[config.mk]
export PLATFORM = sky130hd
export DESIGN_NAME = fspdo_top
export DESIGN_NICKNAME = d
export VERILOG_FILES = /design/src/rtl/fspdo_pkg.sv /design/src/rtl/fspdo_map_rom.sv /design/src/rtl/fspdo_top.sv
export SDC_FILE = /design/constraint.sdc
export NUM_CORES = 1
export LEC_CHECK = 0
export ABC_CLOCK_PERIOD_IN_PS = 3650
export CAP_MARGIN = 20
export CORE_UTILIZATION = 45
export CTS_CLUSTER_DIAMETER = 120
export DETAILED_ROUTE_END_ITERATION = 8
export DONT_BUFFER_PORTS = 1
export GPL_TIMING_DRIVEN = 0
export PLACE_DENSITY = 0.59
export RECOVER_POWER = 50
export SLEW_MARGIN = 20
export SYNTH_ARGS = -nofsm -noshare
export SYNTH_HDL_FRONTEND = slang
export SYNTH_MEMORY_MAX_BITS = 65536
export SYNTH_SLANG_ARGS = --single-unit
[constraint.sdc]
create_clock -name I_MCLK -period 3.65 [get_ports I_MCLK]
set_input_delay 0.5475 -clock I_MCLK [delete_from_list [all_inputs] [get_ports I_MCLK]]
set_output_delay 0.5475 -clock I_MCLK [all_outputs]
set_load 0.05 [all_outputs]
[src/rtl/fspdo_pkg.sv]
/*
 Shared constants for the slave state control and PDO selection block:
 state enumeration, state request codes, mapping index ranges and the
 object dictionary entries used by the mapping tables.
 Assumes it is compiled before every file that imports it.
*/
package fspdo_pkg;

   // ----------------------------------------------------------------
   // Communication states
   // ----------------------------------------------------------------
   typedef enum logic [1:0] {ST_INIT, ST_PREOP, ST_SAFEOP, ST_OP} fspdo_state_e;

   localparam logic [3:0] AL_INIT   = 4'h1;
   localparam logic [3:0] AL_PREOP  = 4'h2;
   localparam logic [3:0] AL_SAFEOP = 4'h4;
   localparam logic [3:0] AL_OP     = 4'h8;

   // ----------------------------------------------------------------
   // Mapping index ranges and selections
   // ----------------------------------------------------------------
   localparam logic [15:0] RX_LO     = 16'h1600;
   localparam logic [15:0] RX_HI     = 16'h17FF;
   localparam logic [15:0] TX_LO     = 16'h1A00;
   localparam logic [15:0] TX_HI     = 16'h1BFF;
   localparam logic [15:0] RX_VAR    = 16'h1600;
   localparam logic [15:0] RX_FIX_LO = 16'h1701;
   localparam logic [15:0] RX_FIX_HI = 16'h1705;
   localparam logic [15:0] TX_VAR    = 16'h1A00;
   localparam logic [15:0] TX_FIX_LO = 16'h1B01;
   localparam logic [15:0] TX_FIX_HI = 16'h1B04;
   localparam logic [2:0]  SEL_VAR   = 3'h0;
   localparam logic [7:0]  SUB_ZERO  = 8'h00;
   localparam logic [7:0]  LEN_8     = 8'h08;
   localparam logic [7:0]  LEN_16    = 8'h10;
   localparam logic [7:0]  LEN_32    = 8'h20;

   // ----------------------------------------------------------------
   // Mapped objects
   // ----------------------------------------------------------------
   localparam logic [15:0] OBJ_CTRLW = 16'h6040;
   localparam logic [15:0] OBJ_TPOS  = 16'h607A;
   localparam logic [15:0] OBJ_PVEL  = 16'h6081;
   localparam logic [15:0] OBJ_MODE  = 16'h6060;
   localparam logic [15:0] OBJ_TPFN  = 16'h60B8;
   localparam logic [15:0] OBJ_DOUT  = 16'h60FE;
   localparam logic [15:0] OBJ_TVEL  = 16'h60FF;
   localparam logic [15:0] OBJ_TTRQ  = 16'h6071;
   localparam logic [15:0] OBJ_VMAX  = 16'h607F;
   localparam logic [15:0] OBJ_TLPOS = 16'h60E0;
   localparam logic [15:0] OBJ_TLNEG = 16'h60E1;
   localparam logic [15:0] OBJ_TBIAS = 16'h60B2;
   localparam logic [15:0] OBJ_ERRC  = 16'h603F;
   localparam logic [15:0] OBJ_STSW  = 16'h6041;
   localparam logic [15:0] OBJ_PFB   = 16'h6064;
   localparam logic [15:0] OBJ_TACT  = 16'h6077;
   localparam logic [15:0] OBJ_PDEV  = 16'h60F4;
   localparam logic [15:0] OBJ_TPST  = 16'h60B9;
   localparam logic [15:0] OBJ_TP1P  = 16'h60BA;
   localparam logic [15:0] OBJ_TP2P  = 16'h60BC;
   localparam logic [15:0] OBJ_DIN   = 16'h60FD;
   localparam logic [15:0] OBJ_MDISP = 16'h6061;
   localparam logic [15:0] OBJ_VACT  = 16'h606C;

endpackage : fspdo_pkg

[src/rtl/fspdo_map_rom.sv]
/*
 Mapping table: for a map selection and a sub-index returns the mapping
 entry (index, sub-index, bit length) and the number of entries.
 Purely combinational; the caller registers the result.
*/
`timescale 1ns/10ps
`default_nettype none
module fspdo_map_rom
   import fspdo_pkg::*;
(
   // Lookup
   input  wire logic        i_tx,
   input  wire logic [2:0]  i_sel,
   input  wire logic [3:0]  i_sub,
   // Result
   output logic      [31:0] o_obj,
   output logic      [3:0]  o_cnt
);

   logic [15:0] idx;
   logic [7:0]  len;
   wire  [7:0]  key = {i_tx, i_sel, i_sub};

   // Sub-index 0 and anything past the last entry read as an empty entry
   always_comb begin
      idx = 16'h0000;
      case (key)
         8'h01, 8'h11, 8'h21, 8'h31, 8'h41, 8'h51: idx = OBJ_CTRLW;
         8'h02, 8'h12, 8'h22, 8'h32, 8'h42, 8'h52: idx = OBJ_TPOS;
         8'h03: idx = OBJ_PVEL;
         8'h04: idx = OBJ_MODE;
         8'h13: idx = OBJ_TPFN;
         8'h14: idx = OBJ_DOUT;
         8'h23, 8'h33, 8'h43, 8'h53: idx = OBJ_TVEL;
         8'h24, 8'h44: idx = OBJ_TTRQ;
         8'h25, 8'h34, 8'h45, 8'h54: idx = OBJ_MODE;
         8'h26, 8'h35, 8'h46, 8'h55: idx = OBJ_TPFN;
         8'h27, 8'h47: idx = OBJ_VMAX;
         8'h36, 8'h48, 8'h56: idx = OBJ_TLPOS;
         8'h37, 8'h49, 8'h57: idx = OBJ_TLNEG;
         8'h58: idx = OBJ_TBIAS;
         8'h81: idx = OBJ_STSW;
         8'h82: idx = OBJ_PFB;
         8'h83: idx = OBJ_VACT;
         8'h91, 8'hA1, 8'hB1, 8'hC1: idx = OBJ_ERRC;
         8'h92, 8'hA2, 8'hB2, 8'hC2: idx = OBJ_STSW;
         8'h93, 8'hA3, 8'hB3, 8'hC3: idx = OBJ_PFB;
         8'h94, 8'hA4, 8'hB4, 8'hC4: idx = OBJ_TACT;
         8'h95, 8'hB5, 8'hC6: idx = OBJ_PDEV;
         8'hA5, 8'hB6, 8'hC5: idx = OBJ_MDISP;
         8'h96, 8'hA6, 8'hB7, 8'hC7: idx = OBJ_TPST;
         8'h97, 8'hA7, 8'hB8, 8'hC8: idx = OBJ_TP1P;
         8'hA8, 8'hB9, 8'hC9: idx = OBJ_TP2P;
         8'h98, 8'hA9, 8'hBA: idx = OBJ_DIN;
         8'hCA: idx = OBJ_VACT;
         default: idx = 16'h0000;
      endcase
   end

   always_comb begin
      case (idx)
         16'h0000: len = 8'h00;
         OBJ_MODE, OBJ_MDISP: len = LEN_8;
         OBJ_TPOS, OBJ_DOUT, OBJ_TVEL, OBJ_VMAX, OBJ_PVEL, OBJ_PFB,
         OBJ_PDEV, OBJ_TP1P, OBJ_TP2P, OBJ_DIN, OBJ_VACT: len = LEN_32;
         default: len = LEN_16;
      endcase
   end

   always_comb begin
      case ({i_tx, i_sel})
         4'h0, 4'h1: o_cnt = 4'h4;
         4'h2, 4'h3: o_cnt = 4'h7;
         4'h4, 4'hA: o_cnt = 4'h9;
         4'h5, 4'h9: o_cnt = 4'h8;
         4'h8: o_cnt = 4'h3;
         4'hB, 4'hC: o_cnt = 4'hA;
         default: o_cnt = 4'h0;
      endcase
   end

   assign o_obj = {idx, SUB_ZERO, len};

endmodule : fspdo_map_rom
`default_nettype wire

[src/rtl/fspdo_top.sv]
/*
 Slave communication state control and PDO map selection.
 Steps through the four communication states on master requests, gates
 mailbox and process data traffic by state, holds the selected receive
 and transmit maps and reads back fixed and variable map entries.
 Assumes all inputs come from slave controller logic on I_MCLK.
*/
// Function
// - Four states: Init, Pre-Op, Safe-Op, Op, tracked with the master.
// - Upward moves pass every intermediate state in order.
// - Downward moves may skip states straight to the requested one.
// - Init carries no application traffic, only controller registers.
// - Pre-Op serves mailbox traffic only, no process data.
// - Safe-Op keeps mailbox, sends input data, blocks received outputs.
// - Op exchanges input and output data and still serves mailbox.
// - 1600h-17FFh are receive maps, 1A00h-1BFFh transmit maps.
// - Six receive maps: variable 1600h and fixed 1701h-1705h.
// - Five transmit maps: variable 1A00h and fixed 1B01h-1B04h.
// - Commands arrive in receive data, status leaves in transmit data.
// - 1701h: control word, target position, probe function, digital out.
// - 1702h: seven objects, 19 bytes, ending with max velocity.
// - 1703h: seven objects, 17 bytes, ending with torque limits.
// - 1704h: nine objects including max velocity and torque limits.
// - 1705h: eight objects ending with torque bias.
// - 1B01h: eight status objects ending with digital input status.
// - 1B02h: nine status objects with mode display, both probes.
// - 1B03h and 1B04h: ten objects, ending DI status and velocity.
`timescale 1ns/10ps
`default_nettype none
module fspdo_top
   import fspdo_pkg::*;
(
   // Clock and reset
   input  wire logic        I_MCLK,
   input  wire logic        I_RST_N,
   // State requests from the master
   input  wire logic        I_AL_REQ_VALID,
   input  wire logic [3:0]  I_AL_REQ_STATE,
   output logic      [3:0]  O_AL_STATE,
   output logic             O_AL_ACK,
   output logic             O_AL_REFUSE,
   // Traffic enables by state
   output logic             O_MBX_EN,
   output logic             O_TPDO_EN,
   output logic             O_RPDO_EN,
   // Mailbox bytes toward the application
   input  wire logic        I_MBX_VALID,
   input  wire logic [7:0]  I_MBX_DATA,
   output logic             O_SDO_VALID,
   output logic      [7:0]  O_SDO_DATA,
   // Receive process data toward the drive as commands
   input  wire logic        I_RPDO_VALID,
   input  wire logic [7:0]  I_RPDO_DATA,
   output logic             O_CMD_VALID,
   output logic      [7:0]  O_CMD_DATA,
   // Drive status toward transmit process data
   input  wire logic        I_STS_VALID,
   input  wire logic [7:0]  I_STS_DATA,
   output logic             O_TPDO_VALID,
   output logic      [7:0]  O_TPDO_DATA,
   // Map selection
   input  wire logic        I_MAP_WR,
   input  wire logic [15:0] I_MAP_IDX,
   output logic      [2:0]  O_RXMAP_SEL,
   output logic      [2:0]  O_TXMAP_SEL,
   output logic             O_MAP_ACK,
   output logic             O_MAP_ERR,
   // Map entry readback
   input  wire logic        I_ENT_RD,
   input  wire logic        I_ENT_TX,
   input  wire logic [3:0]  I_ENT_SUB,
   output logic             O_ENT_VALID,
   output logic      [31:0] O_ENT_OBJ,
   output logic      [3:0]  O_ENT_CNT
);

   // ----------------------------------------------------------------
   // State request decode
   // ----------------------------------------------------------------
   fspdo_state_e state_q;
   fspdo_state_e state_d;
   logic [1:0]   cur_rank;
   logic [1:0]   tgt_rank;
   logic [3:0]   code_d;

   wire tgt_ok = (I_AL_REQ_STATE == AL_INIT) || (I_AL_REQ_STATE == AL_PREOP) ||
                 (I_AL_REQ_STATE == AL_SAFEOP) || (I_AL_REQ_STATE == AL_OP);

   assign cur_rank = state_q;
   assign tgt_rank = (I_AL_REQ_STATE == AL_OP)     ? 2'h3 :
                     (I_AL_REQ_STATE == AL_SAFEOP) ? 2'h2 :
                     (I_AL_REQ_STATE == AL_PREOP)  ? 2'h1 : 2'h0;

   wire up_one   = tgt_ok && (cur_rank != 2'h3) &&
                   (tgt_rank == 2'(cur_rank + 2'h1));
   wire down_any = tgt_ok && (tgt_rank <= cur_rank);
   wire req_ok   = I_AL_REQ_VALID && (up_one || down_any);
   // Skipped upward steps and unknown codes both fall through here
   wire req_bad  = I_AL_REQ_VALID && !(up_one || down_any);

   assign state_d = req_ok ? fspdo_state_e'(tgt_rank) : state_q;

   always_comb begin
      case (state_d)
         ST_INIT:   code_d = AL_INIT;
         ST_PREOP:  code_d = AL_PREOP;
         ST_SAFEOP: code_d = AL_SAFEOP;
         ST_OP:     code_d = AL_OP;
         default:   code_d = AL_INIT;
      endcase
   end

   // ----------------------------------------------------------------
   // State register
   // ----------------------------------------------------------------
   // Enables follow state_d so they change on the same edge as the state
   always_ff @(posedge I_MCLK) begin
      if (!I_RST_N) begin
         state_q     <= ST_INIT;
         O_AL_STATE  <= AL_INIT;
         O_AL_ACK    <= 1'b0;
         O_AL_REFUSE <= 1'b0;
         O_MBX_EN    <= 1'b0;
         O_TPDO_EN   <= 1'b0;
         O_RPDO_EN   <= 1'b0;
      end else begin
         state_q     <= state_d;
         O_AL_STATE  <= code_d;
         O_AL_ACK    <= req_ok;
         O_AL_REFUSE <= req_bad;
         O_MBX_EN    <= (state_d != ST_INIT);
         O_TPDO_EN   <= (state_d == ST_SAFEOP) || (state_d == ST_OP);
         O_RPDO_EN   <= (state_d == ST_OP);
      end
   end

   // ----------------------------------------------------------------
   // Traffic gating
   // ----------------------------------------------------------------
   wire mbx_ok  = (state_q != ST_INIT);
   wire tpdo_ok = (state_q == ST_SAFEOP) || (state_q == ST_OP);
   wire rpdo_ok = (state_q == ST_OP);

   // Data is registered unconditionally; only the valids are gated
   always_ff @(posedge I_MCLK) begin
      if (!I_RST_N) begin
         O_SDO_VALID  <= 1'b0;
         O_SDO_DATA   <= 8'h00;
         O_CMD_VALID  <= 1'b0;
         O_CMD_DATA   <= 8'h00;
         O_TPDO_VALID <= 1'b0;
         O_TPDO_DATA  <= 8'h00;
      end else begin
         O_SDO_VALID  <= I_MBX_VALID && mbx_ok;
         O_SDO_DATA   <= I_MBX_DATA;
         O_CMD_VALID  <= I_RPDO_VALID && rpdo_ok;
         O_CMD_DATA   <= I_RPDO_DATA;
         O_TPDO_VALID <= I_STS_VALID && tpdo_ok;
         O_TPDO_DATA  <= I_STS_DATA;
      end
   end

   // ----------------------------------------------------------------
   // Map selection
   // ----------------------------------------------------------------
   // Selection is only taken in Pre-Op: changing a map under live process
   // data would shift every byte of the frame.
   wire in_rx  = (I_MAP_IDX >= RX_LO) && (I_MAP_IDX <= RX_HI);
   wire in_tx  = (I_MAP_IDX >= TX_LO) && (I_MAP_IDX <= TX_HI);
   wire rx_hit = (I_MAP_IDX == RX_VAR) ||
                 ((I_MAP_IDX >= RX_FIX_LO) && (I_MAP_IDX <= RX_FIX_HI));
   wire tx_hit = (I_MAP_IDX == TX_VAR) ||
                 ((I_MAP_IDX >= TX_FIX_LO) && (I_MAP_IDX <= TX_FIX_HI));
   wire [2:0] map_sel = ((I_MAP_IDX == RX_VAR) || (I_MAP_IDX == TX_VAR)) ?
                        SEL_VAR : I_MAP_IDX[2:0];
   wire map_open = (state_q == ST_PREOP);
   wire rx_take  = I_MAP_WR && map_open && in_rx && rx_hit;
   wire tx_take  = I_MAP_WR && map_open && in_tx && tx_hit;
   wire map_bad  = I_MAP_WR && !rx_take && !tx_take;

   always_ff @(posedge I_MCLK) begin
      if (!I_RST_N) begin
         O_RXMAP_SEL <= SEL_VAR;
         O_TXMAP_SEL <= SEL_VAR;
         O_MAP_ACK   <= 1'b0;
         O_MAP_ERR   <= 1'b0;
      end else begin
         if (rx_take) begin
            O_RXMAP_SEL <= map_sel;
         end
         if (tx_take) begin
            O_TXMAP_SEL <= map_sel;
         end
         O_MAP_ACK <= rx_take || tx_take;
         O_MAP_ERR <= map_bad;
      end
   end

   // ----------------------------------------------------------------
   // Map entry readback
   // ----------------------------------------------------------------
   logic [31:0] rom_obj;
   logic [3:0]  rom_cnt;
   wire  [2:0]  rd_sel = I_ENT_TX ? O_TXMAP_SEL : O_RXMAP_SEL;

   fspdo_map_rom u_rom (
      .i_tx  (I_ENT_TX),
      .i_sel (rd_sel),
      .i_sub (I_ENT_SUB),
      .o_obj (rom_obj),
      .o_cnt (rom_cnt)
   );

   always_ff @(posedge I_MCLK) begin
      if (!I_RST_N) begin
         O_ENT_VALID <= 1'b0;
         O_ENT_OBJ   <= 32'h0000_0000;
         O_ENT_CNT   <= 4'h0;
      end else begin
         O_ENT_VALID <= I_ENT_RD;
         if (I_ENT_RD) begin
            O_ENT_OBJ <= rom_obj;
            O_ENT_CNT <= rom_cnt;
         end
      end
   end
endmodule : fspdo_top
`default_nettype wire
==> summary.txt, run 1 <==
Yosys
  – Warnings from Yosys: 0
  – Leading register cell type out of synthesis: dfxtp_1
  – Async SR Flop Fraction: 0%
  – Post-synth EDFFs: 0
  – Cells after Synth: 509
  – Register bit total from synthesis: 61
  – Sequential fraction of the synthesis area: 29.34%
  – Synthesized area: about 0.0042 sq mm
  – Synth cell types: 72
  – Synth Area per Inst: just over 8 sq um

GRT
  – Largest net degree at the start of global routing: 14
  – Overall routing resource usage: 27.34%
  – Antenna violations before repair: 0
  – Vias in the first global route: 3,734
  – Global-route wire length before repair: 20.49 mm
  – Overflow after GRT: 0

Min path
  – Min-Delay Path Class: input port to flip-flop
  – Critical hold path startpoint: I_AL_REQ_VALID
  – Worst hold endpoint: O_AL_REFUSE
  – Hold path depth: 2

Route
  – Post-DRT Antenna Nets: 0
  – Initial DRT Pass Iterations: 7
  – Vias per Instance: 6.100
  – Avg WL per Cell: 20.02 um
  – Starting DRC count in detailed routing: between 400 and 500
  – Vias post-DR: 3,971
  – Drt drc: 5
  – Drt total wl: 13.04 mm

Setup path
  – Setup crit end kind: flip-flop
  – CP Max Fanout: 10
  – CP Class: flip-flop to flip-flop
  – R2R depth: 9
  – Worst reg2reg endpoint: O_ENT_OBJ[5]
  – R2r startpoint: O_RXMAP_SEL[2]
  – FF-to-FF setup slack: ~130 ps
  – CP arrival: approximately 3800 ps
  – Crit path launch type: flip-flop
  – Worst Path Required: ~4000 ps

Pwr
  – Pwr dens: between 300 and 400 mW/mm^2
  – Total leakage power: 0.001858 uW
  – Worst vdd ir: 0.2453 mV

STA
  – Fin Hold WS: 324.0 ps
  – Crit path time final: 3521 ps
  – Worst Skew: 7.988 ps
  – Setup TNS: 0 ps
  – Slew @ Worst Pin: 927.2 ps
  – Max-slew headroom: 37.34%
  – Final slew viol count: 0
  – Fmax: 0.2840 GHz
  – Final period util: 96.47%
  – Final WS setup: 128.9 ps
  – Final Hold Viols: 0
  – Setup violations, final: 0
  – RSZ-0062 raised after global routing: false

Placement
  – Dpl hpwl: 9.732 mm
  – Worst slack, placed: -227.9 ps
  – GP Congestion: between 0.9 and 1
  – I/O Buffers: 0

Outcome
  – Violated checks: DRC
  – Status: complete, but fails checks

Floorplan
  – Placeable Area: 0.008848 sq mm
  – Top Ports: 138
  – Die area: 0.009639 sq mm
  – Die width: 98.18 um
  – Site Rows: 34
  – Initial Util: 47.04%
  – Die Y: 98.18 um

Clocking
  – Clk slew on worst S/H paths: 70 ps
  – Clk_lat worst skew: 330 ps
  – CTS root buf: clkbuf_8
  – Clock Sinks: between 60 and 70
  – CTS tree: built
  – Clock buffer depth: 2
  – Total CTS buffers: 9
  – H-tree levels: 3

Cells and area
  – Multi-input gate area: 0.002616 sq mm
  – Inserted Diodes: 0
  – Number of fill cells in the layout: 873
  – Final #Nets: 615
  – Area growth syn-to-layout: 9.137%
  – FF+latch area: 0.001221 sq mm
  – Share of post-route cells with drive strength above 1: 13.63%

Job
  – Max Cap Violations: 0
[metal layers]
metal | global-route usage (%) | routed length [um]
met4 | 11.60 | 323
met1 | 35.50 | 5428
met3 | 7.588 | 1360
met2 | 42.52 | 5921
met5 | 0 | 0
[synth_stat cells (14+ instances only)]
master,number,area (sq um)
dfxtp_1,61,1221
and2_1,33,206.5
nand2_1,32,120.1
a21oi_1,31,155.2
buf_4,26,195.2
nor2b_1,25,156.4
nor2_1,24,90.09
o21ai_0,24,120.1
mux2i_1,22,220.2
ha_1,20,250.2
inv_1,16,60.06
nand2b_1,16,100.1
nor3_1,14,70.07
[repair_timing]
| action | in CTS | in global routing |
|---|---|---|
| buffers inserted | 0 | 0 |
| gates resized for setup | 1 | 3 |
| endpoints found under the setup margin | 2 | 2 |
| hold buffers | 0 | 0 |
| gates cloned | 0 | 0 |
[flip-flops by register name (all words and copies together) (netlist names), 3 cells and up]
register and flops:
O_ENT_OBJ 12, O_CMD_DATA 8, O_SDO_DATA 8, O_TPDO_DATA 8, O_AL_STATE 4, O_ENT_CNT 4
O_RXMAP_SEL 3, O_TXMAP_SEL 3
[worst max-delay path by stage]
stage          slack, ps            from  cells past startpoint      endpoint
2_1_floorplan        630    I_ENT_SUB[1]                     12  O_ENT_OBJ[5]
3_3_place_gp        -350    I_ENT_SUB[1]                     11  O_ENT_OBJ[5]
3_5_place_dp        -230    I_ENT_SUB[1]                     11  O_ENT_OBJ[5]
4_1_cts               60  O_RXMAP_SEL[2]                      9  O_ENT_OBJ[5]
5_1_grt                9  O_RXMAP_SEL[0]                      9  O_ENT_OBJ[5]
6_report             130  O_RXMAP_SEL[2]                      9  O_ENT_OBJ[5]
[where the power goes]
group	total [uW]	leakage [uW]	switching (uW)	internal, uW
clock network	499	0.0000829	257	242
registers	799	0.000501	107	693
logic	282	0.00127	184	97.4
total	1580	0.00186	548	1030
[cells in the final DEF, fill, tap and decap left out, types with 19 or more instances in the layout]
cell type / netlist / routed
a21oi_1: 31 / 31
and2_1: 33 / 21
buf_4: 26 / 26
conb_1: 1 / 19
dfxtp_1: 61 / 61
ha_1: 20 / 20
mux2i_1: 22 / 21
nand2_1: 32 / 32
nor2_1: 24 / 24
nor2b_1: 25 / 25
o21ai_0: 24 / 24
[per-stage QoR]
stage / utilization, % / instances / power, uW / cell area, sq um
floorplan: - / 527 / 1030 / 4230
global placement: 49.34 / 635 / 1091 / 4365
detailed placement: 49.34 / 635 / 1088 / 4365
CTS: 51.19 / 651 / 1591 / 4529
global route: 51.34 / 651 / 1654 / 4543
finish: 51.34 / 651 / 1579 / 4543
[final cells by class]
cell class	count	share of cell area (%)
inverter	19	1.570
tap	108	2.974
clock buffer	11	2.892
sequential	61	26.88
buffer	54	7.491
clock inverter	5	0.6059
multi-input combinational	393	57.59
[critical path, stage by stage (launching register included)]
cell      delay (ps)
dfxtp_1          700
buf_2            340
inv_1            140
o41ai_1          580
a221oi_1         130
a32oi_1          480
or4b_1           480
a211o_1          300
nand4_1          130
a32o_2           180
[logic make-up after synthesis]
group,Yosys count,synth area share (%)
and+or+nand+nor,196,26.39
AOI/OAI and AO/OA,125,20.23
buffers and inverters,73,9.889
DFF,61,29.34
muxes,28,7.003
adders and majority gates,20,6.011
xor gates and xnor gates,5,1.052
other,1,0.09008
(Power assumes the default switching activity.)
==> run 2, diff against run 1 <==
--- a/config.mk
+++ b/config.mk
@@ -11,7 +11,6 @@
 export CTS_CLUSTER_DIAMETER = 120
 export DETAILED_ROUTE_END_ITERATION = 8
 export DONT_BUFFER_PORTS = 1
-export GPL_TIMING_DRIVEN = 0
 export PLACE_DENSITY = 0.59
 export RECOVER_POWER = 50
 export SLEW_MARGIN = 20
==> run 2 against run 1 <==
  * The run still ends with DRC left
  * Maximum frequency is 9.2% higher
  * Hold slack worse by 13 ps
  * Sequential cell count stayed put
  * Critical path type unchanged
==> summary.txt, run 2 (synthesized netlist as in run 1, its figures left out) <==
Outcome
  – Status: complete, but fails checks
  – Violated checks: DRC

Placement
  – GP Congestion: 0.9758
  – I/O Buffers: 0
  – Dpl hpwl: around 9 mm

Setup path
  – CP arrival: 3440 ps
  – CP Max Fanout: 20
  – Setup crit end kind: flip-flop
  – CP Class: flip-flop to flip-flop
  – Crit path launch type: flip-flop
  – Critical Path Start: O_RXMAP_SEL[0]
  – Critical-path cell list: mux2_4, inv_2, buf_4, nor3_1, buf_4, a22oi_1, o211ai_1, nor3_1, or4_1, a211o_1, nand4_1, a221oi_1
  – CP delay by family, top: simple AND/OR/NAND/NOR gates
  – Critical path's largest stage delay: 690 ps
  – CP Buf/Inv Count: 3
  – Worst path slowest cell: nor3_1
  – R2r startpoint: O_RXMAP_SEL[0]
  – Worst Path Required: 3860 ps

STA
  – Fmax: 0.3101 GHz
  – Final Hold Viols: 0
  – Setup TNS: 0 ps
  – Setup violations, final: 0
  – Max-slew headroom: 35.47%
  – Worst Skew: 8.490 ps
  – Slew @ Worst Pin: 966.6 ps
  – Final slew viol count: 0
  – RSZ-0062 raised after global routing: false
  – Fin Hold WS: 310.9 ps
  – Final period util: 88.36%
  – Crit path time final: 3225 ps

Cells and area
  – Share of post-route cells with drive strength above 1: under 10%
  – Most common cell after layout, fill and taps aside: dfxtp_1
  – Most frequent cells in the layout: 61 x dfxtp_1, 32 x nand2_1, 31 x a21oi_1, 28 x and2_1, 25 x nor2b_1
  – Final design utilization: 49.48%
  – Number of fill cells in the layout: 864
  – Largest Register: O_ENT_OBJ
  – Inserted Diodes: 0
  – Max FFs per register: 12
  – Area growth syn-to-layout: 5.170%
  – Final #Nets: 578

Clocking
  – Cts repair resizes: 0
  – Total CTS buffers: 9
  – # hold bufs at CTS: 0
  – CTS root buf: clkbuf_8
  – H-tree levels: 3
  – Post-CTS Setup Bufs: 0
  – Clock Sinks: 61
  – Clk slew on worst S/H paths: 70 ps
  – CTS tree: built
  – Clk_lat worst skew: 320 ps
  – Clock buffer depth: 2

GRT
  – Vias in the first global route: 3,670
  – Overflow after GRT: 0
  – Global-route wire length before repair: 19.34 mm
  – Overall routing resource usage: 25.15%
  – Largest net degree at the start of global routing: 62
  – Antenna violations before repair: 0

Floorplan
  – Site Rows: 34
  – Placeable Area: 0.008848 sq mm
  – Top Ports: between 100 and 150
  – Die width: 98.18 um
  – Initial Util: 47.04%
  – Die Y: 98.18 um
  – Die area: 0.009639 sq mm

Pwr
  – Pwr dens: between 300 and 400 mW/mm^2
  – Total leakage power: 0.001753 uW
  – Sw frac: 29.56%
  – Int Power: 1209 uW
  – Psw: 507.3 uW
  – Combinational power share: 13.1%
  – Worst vdd ir: roughly 0.27 mV
  – Clk network pwr share: 40.2%
  – Register share of total power: a little under half
  – Design Power: 1716 uW

Job
  – Max Cap Violations: 0

Route
  – Vias post-DR: 3,800
  – Avg WL per Cell: 19.98 um
  – Drt total wl: 12.25 mm
  – Post-DRT Antenna Nets: 0
  – Initial DRT Pass Iterations: 7
  – Drt drc: 5
  – Vias per Instance: between 6 and 7
  – Starting DRC count in detailed routing: 351

Min path
  – Critical hold path startpoint: I_ENT_RD
  – Min-Delay Path Class: input port to flip-flop
## run 2: changes by cell type in the layout (fill, tap and decap cells not counted), sizes merged
cell,change
buf,-27
bufinv,+2
clkbuf,-9
clkinv,-4
## run 2: layer usage
metal,wire [um],vias up,GRT usage [%]
li1,-,1765,-
met1,5009,1779,31.33
met2,5833,230,39.92
met3,1153,26,8.948
met4,251,0,9.300
met5,0,-,0
## run 2: final cells by class
| class | instances | area (sq um) | area share [%] |
|---|---|---|---|
| tap | 108 | 135.1 | 3.087 |
| sequential | 61 | 1221 | 27.89 |
| clock buffer | 12 | 165.2 | 3.772 |
| timing repair buffer | 17 | 120.1 | 2.744 |
| inverter | 19 | 71.32 | 1.629 |
| clock inverter | 3 | 67.56 | 1.543 |
| multi-input combinational | 393 | 2597 | 59.33 |
## run 2: per-stage QoR
stage	setup slack, ps	instance area (sq um)	std cells
floorplan	625.6	4230	527
global placement	374.6	4153	598
detailed placement	283.3	4153	598
CTS	517.5	4385	613
global route	166.9	4378	613
finish	424.7	4378	613
## run 2: worst paths after layout
path / end / slack [ps] / cells after the start
max reg2reg: O_ENT_OBJ[4] / 420 / 12
min reg2reg: O_ENT_OBJ[4] / 740 / 2
max: O_ENT_OBJ[4] / 420 / 12
min: O_ENT_CNT[1] / 310 / 1
## run 2: worst register-to-register path, stage by stage, from the launching register on
cell,delay (ps)
dfxtp_1,330
mux2_4,380
inv_2,240
buf_4,210
nor3_1,60
buf_4,160
a22oi_1,180
o211ai_1,110
nor3_1,690
or4_1,240
a211o_1,130
nand4_1,110
a221oi_1,310
## run 2: power by group through the flow
stage	combinational (uW)	sequential [uW]	clock, uW
after floorplan	220	810	0
after global placement	221	817	0
after detailed placement	219	817	0
after CTS	220	802	705
after global routing	243	804	735
final	226	801	689
